--- src/verilog/tx_consts.svh ---
// Constants for the asynchronous serial transmitter
`ifndef TX_CONSTS_SVH
`define TX_CONSTS_SVH
`define LINE_MARK        1'b1
`define LINE_SPACE       1'b0
`define LAST_BIT_EIGHT   4'h7
`define LAST_BIT_NINE    4'h8
`define BAUD_WIDTH       8
`define CHAR_WIDTH       9
`define TX_FIFO_DEPTH    4
`define BAUD_RESET       8'h00
`define CHAR_RESET       9'h000
`define CNT_RESET        4'h0
`endif

--- src/verilog/tx_pkg.sv ---
// Types shared by the asynchronous serial transmitter
package tx_pkg;
   // Frame sequencer states
   typedef enum logic [1:0] {
      ST_IDLE  = 2'b00,
      ST_START = 2'b01,
      ST_DATA  = 2'b10,
      ST_STOP  = 2'b11
   } frame_state_t;

   // Whole transmitter state
   typedef struct packed {
      frame_state_t state;
      logic [8:0]   transmit_shift_register;
      logic [3:0]   bit_cnt;
      logic         stop_cnt;
      logic [7:0]   baud_cnt;
      logic [8:0]   buf_data;
      logic         buf_full;
      logic         line;
      logic         flag;
      logic         sync1;
      logic         sync2;
      logic         latch_out;
   } tx_state_t;
endpackage
--- src/verilog/async_serial_transmitter.sv ---
// Asynchronous serial transmitter with input FIFO and pin control
`timescale 1ns/10ps
`default_nettype none
`include "tx_consts.svh"

// Small synchronous FIFO, valid/ready on both sides
module char_fifo #(
   parameter int WIDTH = `CHAR_WIDTH,
   parameter int DEPTH = `TX_FIFO_DEPTH
) (
   // Clock and reset
   input  wire logic             clock,
   input  wire logic             reset,
   // Fill side
   input  wire logic             in_valid,
   output logic                  in_ready,
   input  wire logic [WIDTH-1:0] in_data,
   // Drain side
   output logic                  out_valid,
   input  wire logic             out_ready,
   output logic [WIDTH-1:0]      out_data
);
   localparam int AW = $clog2(DEPTH);

   // Power of two keeps pointer wrap free
   generate
      if (DEPTH < 2 || (DEPTH & (DEPTH - 1)) != 0) begin : g_bad_depth
         $error("char_fifo depth must be a power of two");
      end
   endgenerate

   // FIFO state in one struct
   typedef struct packed {
      logic [DEPTH-1:0][WIDTH-1:0] mem;
      logic [AW-1:0]               wp;
      logic [AW-1:0]               rp;
      logic [AW:0]                 cnt;
   } fifo_state_t;

   fifo_state_t s_r;                 // Registered state
   fifo_state_t s_nxt;               // Next state
   logic        push;                // Word accepted
   logic        pop;                 // Word handed out

   // Honest full and empty from the count
   assign in_ready  = (s_r.cnt != (AW+1)'(DEPTH));
   assign out_valid = (s_r.cnt != '0);
   assign out_data  = s_r.mem[s_r.rp];
   assign push      = in_valid && in_ready;
   assign pop       = out_valid && out_ready;

   // Pointer and count update
   always_comb begin
      s_nxt = s_r;
      if (push) begin
         s_nxt.mem[s_r.wp] = in_data;
         s_nxt.wp          = s_r.wp + 1'b1;
      end
      if (pop) begin
         s_nxt.rp = s_r.rp + 1'b1;
      end
      // Simultaneous push and pop keeps the count
      if (push && !pop) begin
         s_nxt.cnt = s_r.cnt + 1'b1;
      end else if (pop && !push) begin
         s_nxt.cnt = s_r.cnt - 1'b1;
      end
   end

   // State register
   always_ff @(posedge clock) begin
      if (reset) begin
         s_r <= '0;
      end else begin
         s_r <= s_nxt;
      end
   end
endmodule // char_fifo

// Transmitter top
module async_serial_transmitter
   import tx_pkg::*;
#(
   parameter int FIFO_DEPTH = `TX_FIFO_DEPTH
) (
   // Clock and reset
   input  wire logic       clock,
   input  wire logic       reset,
   // Control bits
   input  wire logic       tx_enable_bit,
   input  wire logic       clocked_mode_sel,
   input  wire logic       serial_port_enable,
   input  wire logic       ninth_bit_enable,
   input  wire logic       two_stop_bits,
   input  wire logic [7:0] baud_divisor,
   input  wire logic       tx_irq_enable,
   // Character write port
   input  wire logic       wr_valid,
   output logic            wr_ready,
   input  wire logic [8:0] wr_data,
   // Status
   output logic            tx_buffer_empty_flag,
   output logic            tx_irq_req,
   output logic            tx_shift_busy,
   // Serial output pin
   output logic            serial_out_o,
   output logic            serial_out_oe,
   // Serial input pin and its port logic
   input  wire logic       serial_in_i,
   output logic            serial_in_o,
   output logic            serial_in_oe,
   input  wire logic       pin_direction_bit,
   input  wire logic       port_latch_data,
   output logic            serial_in_value
);
   generate
      if (FIFO_DEPTH < 2) begin : g_bad_param
         $error("FIFO_DEPTH below two is not served");
      end
   endgenerate

   tx_state_t  s_r;                  // Registered state
   tx_state_t  s_nxt;                // Next state
   logic       active;               // Async transmit selected
   logic       tick;                 // End of a bit period
   logic       load;                 // Buffer moves into shifter
   logic       frame_end;            // Last stop bit ends now
   logic [3:0] last_bit;             // Index of final data bit
   logic       fifo_valid;           // Character waiting in FIFO
   logic       fifo_take;            // Buffer takes from FIFO
   logic [8:0] fifo_data;            // FIFO head

   // Only async mode with both enables transmits
   assign active   = tx_enable_bit && !clocked_mode_sel && serial_port_enable;
   // Ninth bit is plain data; parity is software's job
   // Format ports are shared with the receive side, never copied here
   assign last_bit = ninth_bit_enable ? `LAST_BIT_NINE : `LAST_BIT_EIGHT;
   // Divider reaching zero closes a bit
   assign tick     = (s_r.baud_cnt == `BAUD_RESET);
   assign frame_end = (s_r.state == ST_STOP) && tick &&
                      (s_r.stop_cnt == two_stop_bits);
   // Shifter only ever fills from the buffer register
   assign load = active && s_r.buf_full &&
                 ((s_r.state == ST_IDLE) || frame_end);
   // Buffer refills from FIFO once free, stalling FIFO otherwise
   assign fifo_take = active && fifo_valid && (!s_r.buf_full || load);

   // Write FIFO ahead of the buffer register
   char_fifo #(
      .WIDTH (`CHAR_WIDTH),
      .DEPTH (FIFO_DEPTH)
   ) u_fifo (
      .clock     (clock),
      .reset     (reset),
      .in_valid  (wr_valid),
      .in_ready  (wr_ready),
      .in_data   (wr_data),
      .out_valid (fifo_valid),
      .out_ready (fifo_take),
      .out_data  (fifo_data)
   );

   // Next-state logic for frame, buffer, flag and pins
   always_comb begin
      s_nxt = s_r;
      // Divider counts down, reloads each period
      s_nxt.baud_cnt = tick ? baud_divisor : s_r.baud_cnt - 1'b1;
      case (s_r.state)
         ST_IDLE: begin
            s_nxt.baud_cnt = baud_divisor;
         end
         ST_START: begin
            if (tick) begin
               s_nxt.state   = ST_DATA;
               s_nxt.bit_cnt = `CNT_RESET;
            end
         end
         ST_DATA: begin
            if (tick) begin
               // Shift right so bit zero leaves first
               s_nxt.transmit_shift_register     = {1'b0, s_r.transmit_shift_register[8:1]};
               s_nxt.bit_cnt = s_r.bit_cnt + 1'b1;
               if (s_r.bit_cnt == last_bit) begin
                  s_nxt.state    = ST_STOP;
                  s_nxt.stop_cnt = 1'b0;
               end
            end
         end
         ST_STOP: begin
            if (tick) begin
               s_nxt.stop_cnt = 1'b1;
               if (frame_end) begin
                  s_nxt.state = ST_IDLE;
               end
            end
         end
         default: begin
            s_nxt.state = ST_IDLE;
         end
      endcase
      // Buffer to shifter transfer restarts the bit clock
      if (load) begin
         s_nxt.transmit_shift_register      = s_r.buf_data;
         s_nxt.state    = ST_START;
         s_nxt.baud_cnt = baud_divisor;
         s_nxt.buf_full = 1'b0;
      end
      if (fifo_take) begin
         s_nxt.buf_data = fifo_data;
         s_nxt.buf_full = 1'b1;
      end
      // Disabling drops frame and buffered character; FIFO keeps its characters
      if (!active) begin
         s_nxt.state    = ST_IDLE;
         s_nxt.buf_full = 1'b0;
      end
      // Line level from next state; NRZ holds between edges
      case (s_nxt.state)
         ST_START: s_nxt.line = `LINE_SPACE;
         ST_DATA:  s_nxt.line = s_nxt.transmit_shift_register[0];
         default:  s_nxt.line = `LINE_MARK;
      endcase
      // Hardware-only flag; no software write path exists
      s_nxt.flag = active && !s_nxt.buf_full && !fifo_valid;
      // Two-stage synchroniser on the input pin
      s_nxt.sync1     = serial_in_i;
      s_nxt.sync2     = s_r.sync1;
      s_nxt.latch_out = port_latch_data;
   end

   // State register, synchronous reset
   always_ff @(posedge clock) begin
      if (reset) begin
         s_r          <= '0;
         s_r.state    <= ST_IDLE;
         s_r.line     <= `LINE_MARK;
         s_r.transmit_shift_register      <= `CHAR_RESET;
         s_r.buf_data <= `CHAR_RESET;
      end else begin
         s_r <= s_nxt;
      end
   end

   // Flag registered, so it settles two cycles after a write
   assign tx_buffer_empty_flag = s_r.flag;
   // Enable gates only the request
   assign tx_irq_req           = s_r.flag && tx_irq_enable;
   assign tx_shift_busy        = (s_r.state != ST_IDLE);
   // Output pin driven while the port is on
   assign serial_out_o         = s_r.line;
   assign serial_out_oe        = serial_port_enable;
   // Port on forces input pin, latch data blocked
   assign serial_in_oe         = !serial_port_enable && !pin_direction_bit;
   assign serial_in_o          = s_r.latch_out;
   assign serial_in_value      = s_r.sync2;
endmodule // async_serial_transmitter
`default_nettype wire

--- config.mk ---
export PLATFORM = sky130hd
export DESIGN_NAME = async_serial_transmitter
export DESIGN_NICKNAME = d
export VERILOG_FILES = /design/src/verilog/tx_pkg.sv /design/src/verilog/async_serial_transmitter.sv
export VERILOG_INCLUDE_DIRS = /design/src /design/src/verilog
export SDC_FILE = /design/constraint.sdc
export NUM_CORES = 1
export LEC_CHECK = 0
export BUFFER_PORTS_ARGS = -buffer_cell sky130_fd_sc_hd__buf_2
export CORE_ASPECT_RATIO = 1.4
export CORE_MARGIN = 2
export CORE_UTILIZATION = 35
export CTS_CLUSTER_SIZE = 28
export DETAILED_ROUTE_END_ITERATION = 16
export MAX_ROUTING_LAYER = met4
export PLACE_DENSITY_LB_ADDON = 0.3
export SYNTH_ARGS = -nofsm -noshare
export SYNTH_HDL_FRONTEND = slang
export SYNTH_HIERARCHICAL = 1
export SYNTH_SLANG_ARGS = --single-unit
--- constraint.sdc ---
create_clock -name clock -period 3.42 [get_ports clock]
set_clock_uncertainty 0.2 [all_clocks]
set_input_delay 0.513 -clock clock [delete_from_list [all_inputs] [get_ports clock]]
set_output_delay 0.513 -clock clock [all_outputs]
set_load 0.05 [all_outputs]
# == Word level (Yosys, flattened, before mapping) ==
# Index checks and enable logic that the tools add are counted.
# totals
regBits,82
input_bits,29
output_inout_bits,9
wordCells,109
# classes
n_addsub,6
order_cmp,3
eq_ne,12
mux,29
n_reduce_logical,39
# op_table
op,n
bitwise mux 36 bit,1
2-to-1 mux 9 bit,3
2-to-1 mux 8 bit,3
binary-select mux 9 bit (select 2 bit),1
demux 9 bit (select 2 bit),1
logical AND 1 bit,17
2-to-1 mux 16 bit,1
nonzero test 2 bit,6
2-to-1 mux 11 bit,1
2-to-1 mux 2 bit,5
logical NOT 1 bit,8
logical NOT 8 bit,1
2-to-1 mux 4 bit,2
"inequality test 2 bit, second input constant",4
one-hot mux 4 bit (2 select lines),1
"subtractor 8 x 1 -> 8 bit, second input constant",1
"equality test 2 bit, second input constant",3
"less-than comparator 2 x 3 -> 1 bit, second input constant",2
2-to-1 mux 3 bit,2
one-hot mux 2 bit (3 select lines),1
2-to-1 mux 1 bit,5
"adder 2 x 1 -> 2 bit, second input constant",2
"adder 4 x 1 -> 4 bit, second input constant",1
"equality test 2 x 1 -> 1 bit, second input constant",2
other kinds (13),15

# == Longest topological paths before layout ==
# Gate-level depths: netlist of run 1.
# depth
word_depth,12
depth_mapped,13
mapped_depth_nobuf,12

# == Hierarchy ==
# The synthesis of run 1 kept the hierarchy.
# modules_own_cells
module,n_inst,cells_each,area_each_um2,seq_area_each_um2
char_fifo,1,184,2084.5,860.8
async_serial_transmitter,1,202,1809.2,780.7

# == Worst setup path before layout of run 1 ==
# Ideal clock, no wire load.
# synth_path
path_type,register -> register
start,register s_r[15] (netlist name)
end,register u_fifo/s_r[2] (netlist name)
arrival_time_ns,2.772
required_time_ns,3.150
slack_ns,0.378
path_stages_with_launch,14
n_path_buf,1
period_less_slack_ns,3.042
path_cell_list,dfxtp_1 inv_1 ha_1 nor4bb_1 a41oi_1 a211oi_1 buf_2 o31ai_1 ha_1 inv_1 fa_1 xor2_1 or3_2 a21oi_1
# synth_lines
element,line_no,rtl
end signal: assignment,async_serial_transmitter.sv:75,s_r <= s_nxt;
end: declaration,async_serial_transmitter.sv:40,fifo_state_t s_r;

==> impl_metrics.json, run 1 <==
{
  "status": "completed",
  "synth-seq-cells": 82,
  "coreArea_um2": 10870,
  "worstSetupStartpointType": "register",
  "seq_area_um2": 1642,
  "max-vdd-ir-drop_mv": 0.2432,
  "yosysWarningCount": 6,
  "fin_crit_ns": 3.146,
  "synth_nets": 424,
  "fmax_ghz": 0.3178,
  "die_area_um2": 12000,
  "synth-async-reset-ratio_pct": 0,
  "fp.dieW_um": 93.14,
  "antenna_left": 0,
  "cp.depth": 12,
  "vias": 2696,
  "initial_core_util_pct": 35.83,
  "io_pins": 38,
  "drc": 0,
  "crit_slowest_cell": "a41oi_1",
  "syn-cell-area_um2": 3894,
  "drive_gt1_share_pct": 18.23,
  "finalSetupViolations": 0,
  "ys_types": 54,
  "grt_remaining_overflow": 0,
  "grt_pass1_vias": 2760,
  "ctsHoldBuffers": 0,
  "required_ns": 3.48,
  "post_cts_resized": 0,
  "cp-end-kind": "register",
  "path_class": "register to register",
  "r2r_slack_ns": 0.27,
  "max_stage_delay_ns": 0.43,
  "num_rows": 45,
  "worstMarginPinSlew_ns": 0.7928,
  "first_iter_violations": 97,
  "r2r_cells": 12,
  "ys.flop_type": "dfxtp_1",
  "gp_congestion": 0.7716,
  "routedWlPerCell_um": 13.20,
  "clock_tree.root_cell": "clkbuf_16",
  "p_per_area_nw_per_um2": 536.8,
  "cts_sinks": 82,
  "syn_area_per_cell_um2": 10.09,
  "path_delay_family": "compound AO/OA/AOI/OAI gates",
  "path_buf_inv": 2,
  "cellLeakagePower_uw": 0.001802,
  "cts_inserted_buffers": 9,
  "clock_latency_ns": 0.33,
  "syn2layout_area_growth_pct": 13.79,
  "die_h_um": 128.8,
  "synth_top_area_share_pct": 42.16,
  "post-dp-hpwl_um": 5058,
  "whs_path_depth": 2,
  "cts_tree": "built",
  "whs_ns": 0.1941,
  "cts_setup_buffers": 0,
  "final_common_cell": "dfxtp_1",
  "timing.slew.headroom_pct": 46.95,
  "grt_first_pass_wirelength_um": 12720,
  "rsz0062_at_grt": "false",
  "period_share_pct": 92.00,
  "routed_via_density": 4.832,
  "totalWireLength_um": 7368,
  "setup_tns_ns": 0,
  "multi_input_area_um2": 2079,
  "seq_area_frac_synth_pct": 42.16,
  "hp-class": "input port to register",
  "netlist_instances": 386,
  "fin_nets": 450,
  "synth_edf_count": 0,
  "slew_viol_final": 0,
  "grtUsageTotal_pct": 13.64,
  "fillCellCount": 1082,
  "port_buffers": 37,
  "critPathMaxFanout": 4,
  "layout_common_cells": "dfxtp_1, mux2i_1, nand2b_1, nor2_1, buf_2",
  "synth_top_area_cell": "dfxtp_1",
  "path_clk_slew_ns": 0.06,
  "diodes": 0,
  "worstPathArrival_ns": 3.21,
  "antenna_found_initial": 0,
  "htreeDepth": 3,
  "yosys-top-cells-area": "dfxtp_1, mux2i_1, nand2b_1",
  "firstDrtPassIters": 4,
  "worstPathCellList": "inv_1 > ha_1 > nor4bb_1 > a41oi_1 > a211oi_2 > o31ai_1 > ha_1 > inv_1 > fa_1 > xor2_1 > or3_2 > a21oi_1",
  "hold_violations": 0,
  "grt_max_degree": 59,
  "clock_path_buffers": 2,
  "drv_cap": 0
}
-- synthesized netlist by cell type, types with 2 or more instances --
library cell  number
dfxtp_1           82
mux2i_1           57
nand2b_1          50
nor2_1            42
a211oi_1          13
clkbuf_1          13
nand2_1           11
inv_1              9
mux4_2             9
ha_1               8
buf_2              7
a21oi_1            6
nor3_1             6
xor2_1             6
nand3_1            5
nor2b_1            5
o21ai_0            4
o31ai_1            4
xnor2_1            4
buf_4              3
buf_6              3
a22oi_1            2
a311oi_1           2
and3_1             2
or3_1              2
or3_2              2
or3b_1             2
-- per-layer routing --
metal | global-route usage, % | wire length, um
met2 | 23.15 | 3579
met5 | - | 0
met1 | 15.56 | 3416
met4 | 5.190 | 129
met3 | 3.220 | 242
-- power by group --
part	total (uW)	switching [uW]	internal (uW)
Sequential	1090	65.4	1030
Combinational	418	220	198
Clock	867	377	489
Total	2380	663	1720
-- stage by stage --
step / power [uW] / utilization, % / std cells / instance area, um2 / worst slack (ns)
3_3_place_gp: 1523 / 38.34 / 542 / 4167 / 0.3586
3_5_place_dp: 1535 / 38.34 / 542 / 4167 / 0.2726
6_report: 2378 / 40.77 / 558 / 4431 / 0.2737
4_1_cts: 2414 / 40.77 / 558 / 4431 / 0.2954
2_1_floorplan: 1452 / - / 386 / 3894 / 0.3783
5_1_grt: 2515 / 40.77 / 558 / 4431 / 0.09312
-- path summary, 6_finish.rpt --
kind / from / end
worst max-delay path: s_r[15] / u_fifo/s_r[2]
worst min-delay path: port_latch_data / serial_in_o
worst max register to register: s_r[15] / u_fifo/s_r[2]
worst min register to register: s_nxt[1] / serial_in_value
-- flip-flops by register name, indices dropped and copies added, names as in the netlist --
signal                flops
u_fifo/s_r               43
serial_in_value           1
s_r                      34
serial_out_o              1
serial_in_o               1
s_nxt                     1
tx_buffer_empty_flag      1
-- logic make-up after synthesis --
logic type / synth area share, %
and+or+nand+nor: 20.53
buffers and inverters: 4.563
muxes: 20.53
adders and majority gates: 3.085
AOI/OAI and AO/OA: 6.877
xor gates and xnor gates: 2.249
DFF: 42.16
-- cell type report --
class                      count  area share (%)
tap                          141           3.982
multi-input combinational    268           46.94
clock buffer                  11           5.253
timing repair buffer          42           5.309
inverter                       9          0.7625
sequential                    82           37.05
clock inverter                 5          0.7060
(Power assumes the default switching activity.)
==> inputs of run 2 (changes only) <==
clock period = 3.2 ns   (was 3.42 ns; I/O delays follow)
==> impl_metrics.json, run 2 (synthesis results as in run 1) <==
{
  "coreArea_um2": 10870,
  "clock_path_buffers": 2,
  "top_register": "u_fifo/s_r",
  "max-vdd-ir-drop_mv": 0.2353,
  "initial_core_util_pct": 35.83,
  "timing.slew.headroom_pct": 48.03,
  "cts_sinks": 82,
  "post-dp-hpwl_um": 5197,
  "antenna_left": 0,
  "seq_area_um2": 1642,
  "top_regs": "u_fifo/s_r (43), s_r (34)",
  "seqPwrFrac_pct": 45.0,
  "r2r_slack_ns": 0.23,
  "antenna_found_initial": 0,
  "ctsHoldBuffers": 0,
  "drive_gt1_share_pct": 19.09,
  "drc": 0,
  "min_from": "port_latch_data",
  "htreeDepth": 3,
  "grt_first_pass_wirelength_um": 13400,
  "vias": 2754,
  "rsz0062_at_grt": "false",
  "clock_tree.root_cell": "clkbuf_16",
  "post_cts_resized": 0,
  "path_class": "register to register",
  "routed_via_density": 4.918,
  "setup_tns_ns": 0,
  "p_sw_share_pct": 28.14,
  "cts_tree": "built",
  "clock_latency_ns": 0.34,
  "routedWlPerCell_um": 13.39,
  "critPathMaxFanout": 4,
  "combPwrFrac_pct": 17.2,
  "fin_nets": 452,
  "grt_pass1_vias": 2816,
  "firstDrtPassIters": 4,
  "io_pins": 38,
  "startpoint": "s_r[15]",
  "layout_common_cells": "dfxtp_1, mux2i_1, nand2b_1, nor2_1, buf_2",
  "port_buffers": 37,
  "cellLeakagePower_uw": 0.001819,
  "hold_violations": 0,
  "cp-end-kind": "register",
  "first_iter_violations": 103,
  "hp-class": "input port to register",
  "fp.dieW_um": 93.14,
  "fmax_ghz": 0.3370,
  "totalWireLength_um": 7501,
  "p_int_uw": 1864,
  "diodes": 0,
  "finalSetupViolations": 0,
  "worstMarginPinSlew_ns": 0.7767,
  "worstPathArrival_ns": 3.04,
  "multi_input_area_um2": 2079,
  "period_share_pct": 92.74,
  "p_per_area_nw_per_um2": 580.3,
  "cts_setup_buffers": 0,
  "timing.rr.start": "s_r[15]",
  "die_h_um": 128.8,
  "gp_congestion": 0.8009,
  "drv_cap": 0,
  "die_area_um2": 12000,
  "path_clk_slew_ns": 0.06,
  "grt_remaining_overflow": 0,
  "final_cells": 560,
  "clockPowerShare_pct": 37.9,
  "fillCellCount": 1072,
  "num_rows": 45,
  "syn2layout_area_growth_pct": 14.81,
  "final_common_cell": "dfxtp_1",
  "cts_inserted_buffers": 9,
  "grt_max_degree": 70,
  "slew_viol_final": 0,
  "fin_crit_ns": 2.968,
  "status": "completed",
  "largest_reg_flops": 43,
  "required_ns": 3.27,
  "worstSetupStartpointType": "register",
  "grtUsageTotal_pct": 14.29,
  "p_switching_uw": 730.2,
  "placed_cells": 544
}
-- run 2: per-stage QoR --
| step | utilization, % | total power, uW | hold slack (ns) | area (um2) | setup WS [ns] |
|---|---|---|---|---|---|
| detailed placement | 38.48 | 1638 | 0.2281 | 4182 | 0.1918 |
| floorplan | - | 1551 | 0.2138 | 3894 | 0.1583 |
| global route | 41.14 | 2746 | 0.1834 | 4471 | 0.02941 |
| CTS | 41.14 | 2634 | 0.1572 | 4471 | 0.1758 |
| global placement | 38.48 | 1627 | 0.2231 | 4182 | 0.2617 |
| finish | 41.14 | 2594 | 0.1623 | 4471 | 0.2323 |
-- run 2: routing by layer --
| metal | GRT usage [%] | share of wire, % | up-vias |
|---|---|---|---|
| li1 | - | - | 1402 |
| met1 | 16.84 | 46 | 1301 |
| met2 | 23.91 | 49 | 40 |
| met3 | 3.044 | 3.5 | 11 |
| met4 | 5.363 | 2.1 | 0 |
| met5 | - | 0 | - |
-- run 2: cell type report --
type,count,share of cell area (%)
repair buffers,44,5.598
multi-input cells,268,46.52
flip-flops and latches,82,36.72
clock inverters,6,1.120
well taps,141,3.946
inverters,9,0.7557
clock buffers,10,5.346
-- run 2: path summary, 6_finish.rpt --
| kind | depth (start not counted) | end |
|---|---|---|
| hold reg to reg | 1 | serial_in_value |
| setup reg to reg | 12 | u_fifo/s_r[2] |
| setup / recovery | 12 | u_fifo/s_r[2] |
| hold / removal | 2 | serial_in_o |
-- run 2: critical path, stage by stage (launching register included) --
cell and delay, ns:
dfxtp_1 0.33, inv_1 0.05, ha_1 0.22, nor4bb_1 0.15, a41oi_1 0.28, a211oi_2 0.13
o31ai_1 0.13, ha_1 0.26, inv_1 0.06, fa_1 0.37, xor2_1 0.18, or3_2 0.41
a21oi_1 0.14
-- run 2: power by group through the flow --
stage	clock network, uW	logic (uW)	registers, uW
2_1_floorplan	0	378	1170
3_3_place_gp	0	439	1190
3_5_place_dp	0	449	1190
4_1_cts	1010	451	1170
5_1_grt	1070	499	1180
6_report	982	445	1170
